===== config.mk =====
export PLATFORM = sky130hd
export DESIGN_NAME = wdu_unit
export DESIGN_NICKNAME = d
export VERILOG_FILES = /design/src/wdu_pkg.sv /design/src/wdu_unit.sv
export VERILOG_INCLUDE_DIRS = /design/src
export SDC_FILE = /design/constraint.sdc
export NUM_CORES = 1
export LEC_CHECK = 0
export ABC_CLOCK_PERIOD_IN_PS = 2850
export BUFFER_PORTS_ARGS = -buffer_cell sky130_fd_sc_hd__buf_2
export CAP_MARGIN = 20
export CORE_UTILIZATION = 57
export DETAILED_ROUTE_END_ITERATION = 6
export HOLD_SLACK_MARGIN = 0.15
export PLACE_DENSITY = 0.79
export SLEW_MARGIN = 5
export SYNTH_ARGS = -nofsm -noshare
export SYNTH_HDL_FRONTEND = slang
export SYNTH_SLANG_ARGS = --single-unit

===== constraint.sdc =====
create_clock -name clock_i -period 2.85 [get_ports clock_i]
set_input_delay 0.57 -clock clock_i [delete_from_list [all_inputs] [get_ports clock_i]]
set_output_delay 0.57 -clock clock_i [all_outputs]
set_load 0.03 [all_outputs]

===== src/wdu_params.svh =====
// wdu_params.svh: offsets, field positions and timing counts of wdog_unit
// assumes a 200 MHz system clock and a 32.768 kHz low-speed tick input
`ifndef WDU_PARAMS_SVH
`define WDU_PARAMS_SVH

`define WDU_CTL_ADDR 8'hc9
`define WDU_CAUSE_ADDR 8'hca

`define WDU_KEY_HI 7
`define WDU_KEY_LO 4
`define WDU_KEY_CLR0 4
`define WDU_KEY_ARM 4'ha
`define WDU_KEY_DONE 4'h5

`define WDU_TERM_00 15'h7fff
`define WDU_TERM_01 15'h1fff
`define WDU_TERM_10 15'h01ff
`define WDU_TERM_11 15'h003f

`define WDU_CLK_PS 5000
`define WDU_LS_HALF_PS 15258789
`define WDU_HALF_CYC (`WDU_LS_HALF_PS / `WDU_CLK_PS)

`endif


===== src/wdu_pkg.sv =====
// wdu_pkg.sv: types shared by wdog_unit
// assumes nothing beyond a SystemVerilog compiler
package wdu_pkg;

  typedef enum logic {
    WDU_MODE_WDOG,
    WDU_MODE_TIMER
  } wdu_mode_e;

  typedef enum logic [1:0] {
    WDU_CAUSE_POR,
    WDU_CAUSE_EXT,
    WDU_CAUSE_WDOG
  } wdu_cause_e;

  typedef struct packed {
    logic en;
    wdu_mode_e mode;
    logic [1:0] intv;
  } wdu_ctrl_s;

endpackage


===== src/wdu_unit.sv =====
// wdu_unit.sv: watchdog / interval timer with its control register
// assumes a plain register port and a low-speed tick level on lsclk_i
//
// Behaviour
// - after any reset the unit is disabled
// - hidden 15-bit counter advanced by low-speed clock
// - mode bit 2: 0 watchdog, 1 timer
// - writing enable 1 starts counting
// - watchdog mode enable cannot be cleared
// - watchdog mode enabled locks the mode bit
// - interval 00..11 gives 32768/8192/512/64 periods
// - interval stays writable while running
// - watchdog expiry resets the system
// - 0xa then 0x5 within half period clears
// - started sequence honoured, incomplete one ignored
// - watchdog mode never raises an interrupt
// - timer expiry raises an interrupt
// - timer mode key bit 0 clears counter
// - timer mode enable 0 stops, 1 restarts
// - timer expiry never resets the system
// - key writes ignored while disabled
// - key field always reads zero
// - reset cause reads 10 after watchdog reset
`timescale 1ns/1ps

`include "wdu_params.svh"

module wdu_unit import wdu_pkg::*; #(
  parameter int CNT_W = 15,
  parameter int WIN_W = 12
) (
  input wire logic clock_i,
  input wire logic rst_n_i,
  input wire logic ce_i,
  input wire logic [7:0] addr_i,
  input wire logic [7:0] wdata_i,
  input wire logic wr_i,
  input wire logic rd_i,
  input wire logic lsclk_i,
  input wire logic ext_rst_i,
  output logic [7:0] rdata_o,
  output logic sys_reset_o,
  output logic irq_o
);

  localparam logic [WIN_W-1:0] HALF_CYC = WIN_W'(`WDU_HALF_CYC);

  wdu_ctrl_s ctrl;
  wdu_cause_e cause;
  logic [CNT_W-1:0] cnt;
  logic [CNT_W-1:0] term;
  logic [WIN_W-1:0] win;
  logic [3:0] key;
  logic ls_prev;
  logic tick;
  logic wr_ctl;
  logic wd_on;
  logic tm_on;
  logic armed;
  logic pend;
  logic reach;
  logic seq_done;
  logic tclr;
  logic fire;

  // the tick is a plain level here; one clock keeps the crossing trivial
  always_ff @(posedge clock_i) begin
    if (!rst_n_i) begin
      ls_prev <= 1'b0;
    end else if (ce_i) begin
      ls_prev <= lsclk_i;
    end
  end

  assign tick = lsclk_i && !ls_prev;
  assign wr_ctl = wr_i && (addr_i == `WDU_CTL_ADDR);
  assign key = wdata_i[`WDU_KEY_HI:`WDU_KEY_LO];
  assign wd_on = ctrl.en && (ctrl.mode == WDU_MODE_WDOG);
  assign tm_on = ctrl.en && (ctrl.mode == WDU_MODE_TIMER);

  always_comb begin
    case (ctrl.intv)
      2'b00: term = CNT_W'(`WDU_TERM_00);
      2'b01: term = CNT_W'(`WDU_TERM_01);
      2'b10: term = CNT_W'(`WDU_TERM_10);
      default: term = CNT_W'(`WDU_TERM_11);
    endcase
  end

  // >= so that a shortened interval takes effect at once
  assign reach = tick && ctrl.en && (cnt >= term);
  assign seq_done = wr_ctl && wd_on && armed && (key == `WDU_KEY_DONE);
  assign tclr = wr_ctl && tm_on && wdata_i[`WDU_KEY_CLR0];
  // expiry during an open sequence waits for its outcome
  assign fire = wd_on && ((reach && !armed) || (pend && !armed));

  always_ff @(posedge clock_i) begin
    if (!rst_n_i) begin
      ctrl <= '0;
    end else if (ce_i) begin
      if (fire || ext_rst_i) begin
        ctrl <= '0;
      end else if (wr_ctl) begin
        ctrl.intv <= wdata_i[1:0];
        if (!wd_on) begin
          ctrl.mode <= wdu_mode_e'(wdata_i[2]);
          ctrl.en <= wdata_i[3];
        end
      end
    end
  end

  always_ff @(posedge clock_i) begin
    if (!rst_n_i) begin
      cnt <= '0;
    end else if (ce_i) begin
      if (!ctrl.en) begin
        cnt <= '0;
      end else if (seq_done || tclr) begin
        cnt <= '0;
      end else if (tick) begin
        if (cnt >= term) begin
          cnt <= '0;
        end else begin
          cnt <= cnt + 1'b1;
        end
      end
    end
  end

  always_ff @(posedge clock_i) begin
    if (!rst_n_i) begin
      armed <= 1'b0;
      win <= '0;
    end else if (ce_i) begin
      if (wr_ctl && wd_on) begin
        armed <= (key == `WDU_KEY_ARM);
        win <= HALF_CYC;
      end else if (!ctrl.en) begin
        armed <= 1'b0;
      end else if (armed) begin
        if (win == '0) begin
          armed <= 1'b0;
        end else begin
          win <= win - 1'b1;
        end
      end
    end
  end

  always_ff @(posedge clock_i) begin
    if (!rst_n_i) begin
      pend <= 1'b0;
    end else if (ce_i) begin
      if (!wd_on || seq_done || fire) begin
        pend <= 1'b0;
      end else if (reach && armed) begin
        pend <= 1'b1;
      end
    end
  end

  always_ff @(posedge clock_i) begin
    if (!rst_n_i) begin
      sys_reset_o <= 1'b0;
      irq_o <= 1'b0;
    end else if (ce_i) begin
      sys_reset_o <= fire;
      irq_o <= reach && tm_on;
    end
  end

  always_ff @(posedge clock_i) begin
    if (!rst_n_i) begin
      cause <= WDU_CAUSE_POR;
    end else if (ce_i) begin
      if (fire) begin
        cause <= WDU_CAUSE_WDOG;
      end else if (ext_rst_i) begin
        cause <= WDU_CAUSE_EXT;
      end
    end
  end

  always_ff @(posedge clock_i) begin
    if (!rst_n_i) begin
      rdata_o <= '0;
    end else if (ce_i) begin
      if (rd_i && addr_i == `WDU_CTL_ADDR) begin
        rdata_o <= {4'h0, ctrl};
      end else if (rd_i && addr_i == `WDU_CAUSE_ADDR) begin
        rdata_o <= {6'h00, cause};
      end else begin
        rdata_o <= '0;
      end
    end
  end
endmodule // wdu_unit

==> Word-level counts from Yosys, hierarchy flattened <==
Index checks and enable logic that the tools add are counted.
W data, S select, Z words.
{ "word_totals": {"reg_bits": 46, "in_bits": 23, "out_inout_bits": 10, "wordCells": 86} }
{ "op_classes": {"add_sub_neg": 2, "magnitude_cmp": 1, "eq_ne": 9, "mux": 22, "n_bitwise": 1, "reduce_logical": 39} }
{ "ops": {"columns": ["operator", "count"], "rows": [
  ["$mux W15", 4],
  ["$mux W12", 4],
  ["$pmux W15 S3", 1],
  ["$logic_and A1 B1 Y1", 18],
  ["$eq A8 B8 Y1 const B", 2],
  ["$add A15 B1 Y15 const B", 1],
  ["$ge A15 B15 Y1", 1],
  ["$logic_not A12 Y1", 1],
  ["$mux W4", 3],
  ["$sub A12 B1 Y12 const B", 1],
  ["$reduce_bool A2 Y1", 5],
  ["$mux W2", 4],
  ["$reduce_and A2 Y1", 4],
  ["$mux W1", 6],
  ["$logic_or A1 B1 Y1", 5],
  ["$eq A4 B3 Y1 const B", 1],
  ["$eq A4 B4 Y1 const B", 1],
  ["$reduce_and A4 Y1", 1],
  ["$logic_not A1 Y1", 3],
  ["$ne A3 B1 Y1 const B", 1],
  ["$reduce_and A3 Y1", 1],
  ["$eq A2 B1 Y1 const B", 1],
  ["$eq A2 B2 Y1 const B", 1],
  ["$logic_not A2 Y1", 1],
  ["other kinds (3)", 3]
]} }

==> Depth between registers and ports, before layout <==
Gate-level depths: netlist of run 1.
{ "logic_depth": {"word_depth": 10, "depth_mapped": 10, "ltp_nobuf": 8} }

==> Worst setup path after synthesis of run 1 <==
Ideal clock, no wire load.
{ "synth_timing": {"kind": "register to register", "from": "reg ctrl[1] (netlist name)", "to": "reg ctrl[0] (netlist name)", "setup_ps": 117, "arrival_ps": 2422, "required_ps": 2733, "path_slack_ps": 312, "stages_incl_launch_ff": 8, "n_path_buf": 0, "synth_period_minus_slack_ps": 2538, "cell_sequence": "dfxtp_1 or2_2 ha_1 and4_1 or4b_1 a2111oi_1 nor3b_1 a22o_1"} }
{ "synth_between": {"elab_chain_len": 10, "word_cells_on_any_way": 13, "classes_between": "order compare (1); eq/ne (2); mux (2); reduce/logical (8)"} }
{ "synth_rtl": {"columns": ["element", "line_no", "rtl"], "rows": [
  ["start, declared", "wdu_unit.sv:48", "wdu_ctrl_s ctrl;"],
  ["$eq A2 B2 Y1, or another cell as far along", "wdu_unit.sv:82", "case (ctrl.intv)"],
  ["$pmux W15 S3 *", "wdu_unit.sv:82", null],
  ["$ge A15 B15 Y1 *", "wdu_unit.sv:91", "assign reach = tick && ctrl.en && (cnt >= term);"],
  ["$logic_and A1 B1 Y1 *", "wdu_unit.sv:91", null],
  ["$logic_and A1 B1 Y1 *", "wdu_unit.sv:95", "assign fire = wd_on && ((reach && !armed) || (pend && !armed));"],
  ["$logic_or A1 B1 Y1 *", "wdu_unit.sv:95", null],
  ["$logic_and A1 B1 Y1 *", "wdu_unit.sv:95", null],
  ["$logic_or A1 B1 Y1 *", "wdu_unit.sv:101", "if (fire || ext_rst_i) begin"],
  ["$reduce_bool A2 Y1 (no line)", null, null],
  ["$reduce_and A2 Y1 (no line)", null, null]
]} }
Every way passes the cells marked *; elsewhere a longest branch is shown, timed or not.
A chain may end at the register's enable or synchronous reset.

==> Worst setup path in the final report of run 1 <==
{ "layout_timing": {"from": "reg ctrl[0] (netlist name)", "to": "reg ctrl[1] (netlist name)"} }
The elaborated chain is that of the path after synthesis.

==> results of run 1 <==
==> cells by family (layout without fill, tap and decap cells) <==
logic type	after synthesis	in the layout	share of synthesized area, %
simple gates	125	125	29.9
compound gates	49	49	15.8
flops	42	42	35.4
buf+inv	23	50	4.59
xor+xnor	21	21	7.75
fa+ha+maj	8	8	4.22
mux	5	5	2.11
other cells	1	4	0.158
==> synthesized netlist by cell type (all sizes together), types with 3 or more instances <==
master / instances / area, um2
nand2b: 3 / 18.8
xnor2: 6 / 52.6
mux2i: 5 / 50.1
nand3b: 3 / 22.5
nand3: 24 / 120
nor2: 24 / 90.1
o21a: 3 / 22.5
o21ai: 3 / 18.8
dfxtp: 42 / 841
nand2: 21 / 81.3
ha: 8 / 100
xor2: 15 / 131
nor3b: 3 / 22.5
a21boi: 7 / 52.6
a21oi: 13 / 76.3
a31oi: 4 / 25.0
buf: 8 / 52.6
nor4: 3 / 40.0
and2: 4 / 25.0
nor3: 11 / 60.1
inv: 10 / 37.5
clkbuf: 5 / 18.8
nand4b: 3 / 26.3
a22oi: 3 / 22.5
nor2b: 7 / 43.8
and4: 5 / 43.8
nand4: 3 / 18.8
==> final timing paths <==
check	start	to	slack, ns	cells past startpoint
hold reg to reg	rdata_o[3]	rdata_o[3]	0.51	2
setup / recovery	ctrl[0]	ctrl[1]	0.21	7
setup reg to reg	ctrl[0]	ctrl[1]	0.21	7
hold / removal	wdata_i[3]	ctrl[3]	0.47	2
==> per-layer routing <==
metal	share of wire (%)	wire length [um]	track usage, %
met1	47	2200	27.5
met2	50	2350	40.9
met3	2.4	113	5.48
met4	1.4	68	8.51
met5	0	0	0
==> sequential cells by signal (all words and copies together), names as in the netlist <==
| name | cells |
|---|---|
| cause | 2 |
| armed | 1 |
| cnt | 15 |
| irq_o | 1 |
| rdata_o | 4 |
| ls_prev | 1 |
| ctrl | 4 |
| pend | 1 |
| sys_reset_o | 1 |
| win | 12 |
==> cell type report <==
cell class / count / area (um2) / area share (%)
clock buffers: 5 / 68.8 / 2.59
clock inverters: 3 / 45.0 / 1.69
inverters: 10 / 37.5 / 1.41
multi-input cells: 212 / 1430 / 53.9
flip-flops and latches: 42 / 841 / 31.6
well taps: 50 / 62.6 / 2.35
repair buffers: 32 / 170 / 6.40
==> worst max-delay path: stages, from the launching register on <==
cell                        delay [ns]
sky130_fd_sc_hd__dfxtp_1          0.36
sky130_fd_sc_hd__or2_2            0.30
sky130_fd_sc_hd__ha_1             0.32
sky130_fd_sc_hd__and4_1           0.21
sky130_fd_sc_hd__or4b_1           0.50
sky130_fd_sc_hd__a2111oi_1        0.47
sky130_fd_sc_hd__nor3b_1          0.13
sky130_fd_sc_hd__a22o_1           0.25
==> stage by stage <==
| stage | hold WS (ns) | cell area, um2 | worst slack (ns) |
|---|---|---|---|
| 6_report | 0.469 | 2660 | 0.211 |
| 5_1_grt | 0.459 | 2660 | 0.0732 |
| 4_1_cts | 0.466 | 2660 | 0.212 |
| 3_5_place_dp | 0.482 | 2540 | 0.223 |
| 3_3_place_gp | 0.475 | 2540 | 0.283 |
| 2_1_floorplan | 0.473 | 2380 | 0.312 |
==> power groups by stage <==
stage / combinational, mW / sequential [mW] / clock, mW
floorplan: 0.0454 / 0.604 / 0
global placement: 0.0672 / 0.605 / 0
detailed placement: 0.0678 / 0.605 / 0
CTS: 0.0679 / 0.591 / 0.484
global route: 0.0736 / 0.591 / 0.507
finish: 0.0676 / 0.591 / 0.476
==> results.yml, run 1 <==
cts:
  cts_tree: "built"
  clockBufferDepth: 2
  ctsHtreeMaxLevel: 2
  worstSkewPairLatency_ns: 0.30
  cts.clk_slew.worst_paths_ns: 0.08
  tritoncts.num_buffers: 5
  numClockSinks: 42
  clock-root-buffer: "sky130_fd_sc_hd__clkbuf_8"
  cts.repair.resized: 0
  cts_hold_buf: 0
  cts_post_setup_buffers_inserted: 0
global_routing:
  grt_first_pass_wirelength_um: 7790
  grt_overflow: 0
  overall_global_routing_usage_pct: 23.4
  grt_start_max_net_pins: 24
  number_of_antenna_violations_at_the_first_check_in_global_routing: 0
  grt_pass1_vias: 1822
synthesis:
  synthDistinctLibCells: 55
  syn_area_per_cell_um2: 8.66
  synth_instances: 274
  synth_enable_flop_cells: 0
  synth.ff_latch_count: 42
  post_synth_instance_area_um2: 2370
  async_flop_share_pct: 0
  yosysSeqAreaShare_pct: 35.4
  yosys_warnings: 0
  synth_top_flop_cell: "sky130_fd_sc_hd__dfxtp_1"
pwr:
  comb_power_share_pct: 6.0
  switching_fraction_of_total_power_pct: 23.0
  p_clk_share_pct: 42.0
  power_per_cell_area_nw_per_um2: 427
  p_leak_nw: 1.02
  p_int_mw: 0.874
  power.ir.vdd_worst_mv: 0.290
  share_seq_of_total_power_pct: 52.1
  p_total_mw: 1.13
  total_switching_power_mw: 0.261
sta:
  fmax_mhz: 379
  setup_repair_after_global_routing_missed_its_margin: "false"
  tightest_slew_ns: 1.03
  setup_viol_count_final: 0
  fin_crit_sh_pct: 92.6
  timing.setup.tns_ns: 0
  final_max_slew_viol_count: 0
  final.setup_skew_ns: 0.00552
  finalHoldViolCount: 0
  timing.max_slew.rel_slack_pct: 31.0
  post-route-min-period_ns: 2.64
floorplan:
  num_io_pins: 33
  start_util_pct: 59.3
  fp.dieH_um: 66.5
  rows: 23
  die-width_um: 66.5
  design.core.area_um2: 4000
  floorplan.die_area_um2: 4420
detailed_routing:
  drt_iter0_drc: 70
  routed_wire_length_per_instance_um: 13.3
  detailedRoute.firstPassIterationCount: 4
  drt-total-wl_um: 4720
  detail_route.drc_violations: 0
  detailroute.via_count: 1998
  final_antenna_net_count: 0
  via_per_inst: 5.64
final_layout:
  syn2layout_area_growth_pct: 12.1
  final.fill_count: 347
  finalNonFillerCells: 354
  final_common_cell: "sky130_fd_sc_hd__dfxtp_1"
  layout-drive-gt1-share_pct: 17.8
  final_cell_mix: "42 x sky130_fd_sc_hd__dfxtp_1, 28 x sky130_fd_sc_hd__buf_2, 24 x sky130_fd_sc_hd__nor2_1, 24 x sky130_fd_sc_hd__nand3_1, 20 x sky130_fd_sc_hd__nand2_1"
  fin_util_pct: 66.5
  num_antenna_cells: 0
  fin_nets: 334
flow_run:
  timing.max_cap.violations: 0
setup_path:
  crit_path_start_kind: "flop"
  worst_setup_path_end_kind: "flop"
  data_arrival_time_of_the_critical_path_ns: 2.84
  required_time_of_the_critical_path_ns: 3.05
  worst_setup_path_category: "flop to flop"
  critical_path.max_fanout: 5
outcome:
  outcome: "complete, no violations"
hold_path:
  hold_class: "input pin to flop"
placement:
  place_hpwl_um: 3520
  globalplace.congestion: 0.808
  buffer_ports.inserted: 28
  placed_cells: 346
(Power assumes the default switching activity.)
==> run 2, diff against run 1 <==
Settings changed: ABC_CLOCK_PERIOD_IN_PS 2850 to 3300, CTS_BUF_LIST set to sky130_fd_sc_hd__clkbuf_16.
Clock period 2.85 ns to 3.3 ns, I/O delays scaled along.
==> run 2 against run 1 <==
Effect of this change:
- clock power is 3% lower
- non-clock buffer count down 2
- via count up 4.7%
- cell count down 0.85%
- highest routed layer unchanged
==> results.yml, run 2 (synthesized netlist as in run 1, its figures left out) <==
detailed_routing:
  routed_wire_length_per_instance_um: 14.4
  drt-total-wl_um: 5040
  detailroute.via_count: 2092
  final_antenna_net_count: 0
  detail_route.drc_violations: 0
  via_per_inst: 5.96
  drt_iter0_drc: 109
  detailedRoute.firstPassIterationCount: 5
pwr:
  share_seq_of_total_power_pct: 49.5
  p_int_mw: 0.803
  power.ir.vdd_worst_mv: 0.233
  total_switching_power_mw: 0.229
  switching_fraction_of_total_power_pct: 22.2
  power_per_cell_area_nw_per_um2: 387
  comb_power_share_pct: 5.6
  p_total_mw: 1.03
  p_clk_share_pct: 44.9
  p_leak_nw: 1.03
floorplan:
  floorplan.die_area_um2: 4420
  design.core.area_um2: 4000
  rows: 23
  num_io_pins: 33
  fp.dieH_um: 66.5
  die-width_um: 66.5
  start_util_pct: 59.3
sta:
  setup_viol_count_final: 0
  timing.setup.tns_ns: 0
  final.setup_skew_ns: 0.00306
  post-route-min-period_ns: 2.82
  final_max_slew_viol_count: 0
  timing.max_slew.rel_slack_pct: 54.8
  tightest_slew_ns: 0.677
  fin_crit_sh_pct: 85.3
  finalHoldViolCount: 0
  setup_repair_after_global_routing_missed_its_margin: "false"
  fmax_mhz: 355
final_layout:
  final_common_cell: "sky130_fd_sc_hd__dfxtp_1"
  largest-register: "cnt"
  layout-drive-gt1-share_pct: 16.9
  final_cell_mix: "42 x sky130_fd_sc_hd__dfxtp_1, 28 x sky130_fd_sc_hd__buf_2, 24 x sky130_fd_sc_hd__nor2_1, 24 x sky130_fd_sc_hd__nand3_1, 20 x sky130_fd_sc_hd__nand2_1"
  final.fill_count: 342
  syn2layout_area_growth_pct: 12.3
  finalNonFillerCells: 351
  fin_nets: 332
  seqCellArea_um2: 841
  flip_flop_count_of_the_largest_register_all_copies_and_words_added: 15
  layout_top_registers: "cnt: 15 flops, win: 12 flops"
  num_antenna_cells: 0
  area_occupied_by_multi_input_gates_um2: 1430
  design_area_um2: 2670
hold_path:
  hold_class: "flop to flop"
global_routing:
  grt_pass1_vias: 1938
  grt_overflow: 0
  grt_first_pass_wirelength_um: 8510
  number_of_antenna_violations_at_the_first_check_in_global_routing: 0
  overall_global_routing_usage_pct: 25.6
  grt_start_max_net_pins: 24
flow_run:
  timing.max_cap.violations: 0
placement:
  placed_cells: 344
  postPlaceCellArea_um2: 2530
  buffer_ports.inserted: 28
  globalplace.congestion: 0.862
  place_hpwl_um: 3670
setup_path:
  required_time_of_the_critical_path_ns: 3.47
  critical_path.max_fanout: 9
  data_arrival_time_of_the_critical_path_ns: 2.99
  worst_setup_path_category: "flop to flop"
  worst_setup_path_end_kind: "flop"
  crit_path_start_kind: "flop"
cts:
  cts_tree: "built"
  cts.repair.resized: 0
  tritoncts.num_buffers: 5
  cts_post_setup_buffers_inserted: 0
  cts_hold_buf: 0
  worstSkewPairLatency_ns: 0.28
  clock-root-buffer: "sky130_fd_sc_hd__clkbuf_16"
  clockBufferDepth: 2
  ctsHtreeMaxLevel: 2
  numClockSinks: 42
  cts.clk_slew.worst_paths_ns: 0.06
outcome:
  outcome: "complete, no violations"
-- run 2: layer usage --
| metal | global-route usage (%) | wire [um] | vias up |
|---|---|---|---|
| met5 | 0 | 0 | - |
| met4 | 12.2 | 77 | 0 |
| met3 | 5.65 | 187 | 8 |
| met2 | 43.5 | 2500 | 42 |
| met1 | 30.3 | 2270 | 1004 |
| li1 | - | - | 1038 |
-- run 2: worst paths after layout --
path | startpoint | to | slack [ns] | cells after the start
max | ctrl[1] | ctrl[1] | 0.48 | 7
min | rdata_o[3] | rdata_o[3] | 0.49 | 2
max reg2reg | ctrl[1] | ctrl[1] | 0.48 | 7
min reg2reg | rdata_o[3] | rdata_o[3] | 0.49 | 2
-- run 2: critical path, stage by stage (launching register included) --
cell	delay, ns
sky130_fd_sc_hd__dfxtp_1	0.41
sky130_fd_sc_hd__or2_2	0.35
sky130_fd_sc_hd__ha_1	0.31
sky130_fd_sc_hd__and4_1	0.23
sky130_fd_sc_hd__or4b_1	0.52
sky130_fd_sc_hd__a2111oi_1	0.50
sky130_fd_sc_hd__nor3b_1	0.13
sky130_fd_sc_hd__a22o_1	0.26
-- run 2: cell type report --
cell class | instances | area share [%]
Clock inverter | 2 | 0.376
Sequential cell | 42 | 31.5
Inverter | 10 | 1.41
Tap cell | 50 | 2.35
Timing Repair Buffer | 30 | 5.82
Clock buffer | 5 | 4.69
Multi-Input combinational cell | 212 | 53.8
-- run 2: power groups by stage --
stage	sequential, mW	clock (mW)	combinational (mW)
final	0.511	0.464	0.0573
after global routing	0.511	0.486	0.0628
after CTS	0.511	0.475	0.0573
after detailed placement	0.522	0	0.0570
after global placement	0.522	0	0.0560
after floorplan	0.522	0	0.0392
-- run 2: metrics by stage --
stage	hold slack (ns)	setup slack [ns]	utilization (%)
finish	0.487	0.485	66.6
global route	0.540	0.281	66.6
CTS	0.493	0.480	66.6
detailed placement	0.477	0.418	63.2
global placement	0.477	0.516	63.2
floorplan	0.473	0.739	-
==> run 3, diff against run 2 <==
Settings changed: GPL_TIMING_DRIVEN set to 0.
==> run 3 against run 2 <==
Effect of this change:
- sequential cell count stayed put
- first-iteration DRC count down 8.3%
- highest routed layer unchanged
- hold slack better by 0.0014 ns
- clock skew grew 0.0035 ns
- sequential power about the same
- clock-buffer cell count unchanged
- critical endpoint unchanged
- cell count up 3.4%
==> results.yml, run 3 (synthesized netlist as in run 1, its figures left out) <==
placement:
  place_hpwl_um: 3750
  buffer_ports.inserted: 28
  globalplace.congestion: 0.806
cts:
  worstSkewPairLatency_ns: 0.28
  cts_post_setup_buffers_inserted: 0
  clock-root-buffer: "sky130_fd_sc_hd__clkbuf_16"
  cts.repair.resized: 0
  cts_tree: "built"
  ctsHtreeMaxLevel: 2
  cts.clk_slew.worst_paths_ns: 0.06
  clockBufferDepth: 2
  numClockSinks: 42
  tritoncts.num_buffers: 5
  cts_hold_buf: 0
detailed_routing:
  detail_route.drc_violations: 0
  detailedRoute.firstPassIterationCount: 4
  via_per_inst: 5.67
  drt-total-wl_um: 5080
  detailroute.via_count: 2058
  routed_wire_length_per_instance_um: 14.0
  final_antenna_net_count: 0
  drt_iter0_drc: 100
final_layout:
  flip_flop_count_of_the_largest_register_all_copies_and_words_added: 15
  fin_nets: 343
  layout_top_registers: "cnt: 15 flops, win: 12 flops"
  final_common_cell: "sky130_fd_sc_hd__dfxtp_1"
  final_cell_mix: "42 x sky130_fd_sc_hd__dfxtp_1, 31 x sky130_fd_sc_hd__buf_2, 24 x sky130_fd_sc_hd__nor2_1, 24 x sky130_fd_sc_hd__nand3_1, 20 x sky130_fd_sc_hd__nand2_1"
  syn2layout_area_growth_pct: 17.0
  largest-register: "cnt"
  num_antenna_cells: 0
  layout-drive-gt1-share_pct: 18.2
sta:
  fmax_mhz: 356
  post-route-min-period_ns: 2.81
  timing.max_slew.rel_slack_pct: 59.1
  fin_crit_sh_pct: 85.0
  final.hold.worst_slack_ns: 0.488
  timing.setup.tns_ns: 0
  finalHoldViolCount: 0
  setup_repair_after_global_routing_missed_its_margin: "false"
  final_max_slew_viol_count: 0
  final.setup_skew_ns: 0.00656
  tightest_slew_ns: 0.609
  setup_viol_count_final: 0
global_routing:
  grt_start_max_net_pins: 14
  grt_pass1_vias: 1912
  grt_first_pass_wirelength_um: 8330
  grt_overflow: 0
  number_of_antenna_violations_at_the_first_check_in_global_routing: 0
  overall_global_routing_usage_pct: 24.7
hold_path:
  whs_path_depth: 2
  hold_class: "flop to flop"
pwr:
  p_leak_nw: 1.09
  power.ir.vdd_worst_mv: 0.356
  power_per_cell_area_nw_per_um2: 432
setup_path:
  critical_path.max_fanout: 9
  worst_setup_path_category: "flop to flop"
  required_time_of_the_critical_path_ns: 3.47
  worst_setup_path_end_kind: "flop"
  data_arrival_time_of_the_critical_path_ns: 2.98
  crit_path_start_kind: "flop"
  worst-r2r-cell-count: 7
floorplan:
  floorplan.die_area_um2: 4420
  num_io_pins: 33
  rows: 23
  die-width_um: 66.5
  fp.dieH_um: 66.5
  design.core.area_um2: 4000
  start_util_pct: 59.3
outcome:
  outcome: "complete, no violations"
flow_run:
  timing.max_cap.violations: 0
run 3: changes by cell type in the layout (fill, tap and decap cells not counted), sizes merged:
| cell | previous run | this run |
|---|---|---|
| buf | 30 | 36 |
| bufinv | 0 | 2 |
| clkbuf | 5 | 10 |
| clkinv | 2 | 1 |
run 3: cell type report:
type	count	area, um2
clock buffer	5	125
inverter	10	37.5
sequential	42	841
timing repair buffer	28	140
clock inverter	3	63.8
fill	325	1220
buffer	13	71.3
multi-input combinational	212	1430
tap	50	62.6
run 3: metrics by stage:
stage | setup slack (ns) | instance area, um2 | total power [mW] | util, % | instances
final | 0.494 | 2780 | 1.20 | 69.4 | 363
after global routing | 0.366 | 2780 | 1.23 | 69.4 | 363
after CTS | 0.511 | 2780 | 1.20 | 69.4 | 363
after detailed placement | 0.360 | 2590 | 0.587 | 64.7 | 355
after global placement | 0.370 | 2590 | 0.586 | 64.7 | 355
after floorplan | 0.739 | 2380 | 0.561 | - | 277
run 3: path summary, 6_finish.rpt:
kind | from | end | slack (ns)
max | ctrl[1] | ctrl[1] | 0.49
min | rdata_o[3] | rdata_o[3] | 0.49
max reg2reg | ctrl[1] | ctrl[1] | 0.49
min reg2reg | rdata_o[3] | rdata_o[3] | 0.49
run 3: worst max-delay path, cell delays in order (launching register included):
cell	delay, ns
sky130_fd_sc_hd__dfxtp_1	0.42
sky130_fd_sc_hd__or2_2	0.37
sky130_fd_sc_hd__ha_1	0.32
sky130_fd_sc_hd__and4_1	0.22
sky130_fd_sc_hd__or4b_1	0.51
sky130_fd_sc_hd__a2111oi_1	0.48
sky130_fd_sc_hd__nor3b_1	0.13
sky130_fd_sc_hd__a22o_1	0.25
run 3: layer usage:
metal	share of wire, %	global-route usage [%]	vias up
met2	48	43.2	31
met1	48	29.2	961
li1	-	-	1058
met5	0	0	-
met4	1.4	8.24	0
met3	3.0	5.99	8
run 3: where the power goes:
| part | switching, mW | internal, mW | total (mW) |
|---|---|---|---|
| clock network | 0.192 | 0.431 | 0.622 |
| logic | 0.0396 | 0.0256 | 0.0652 |
| registers | 0.00184 | 0.509 | 0.511 |
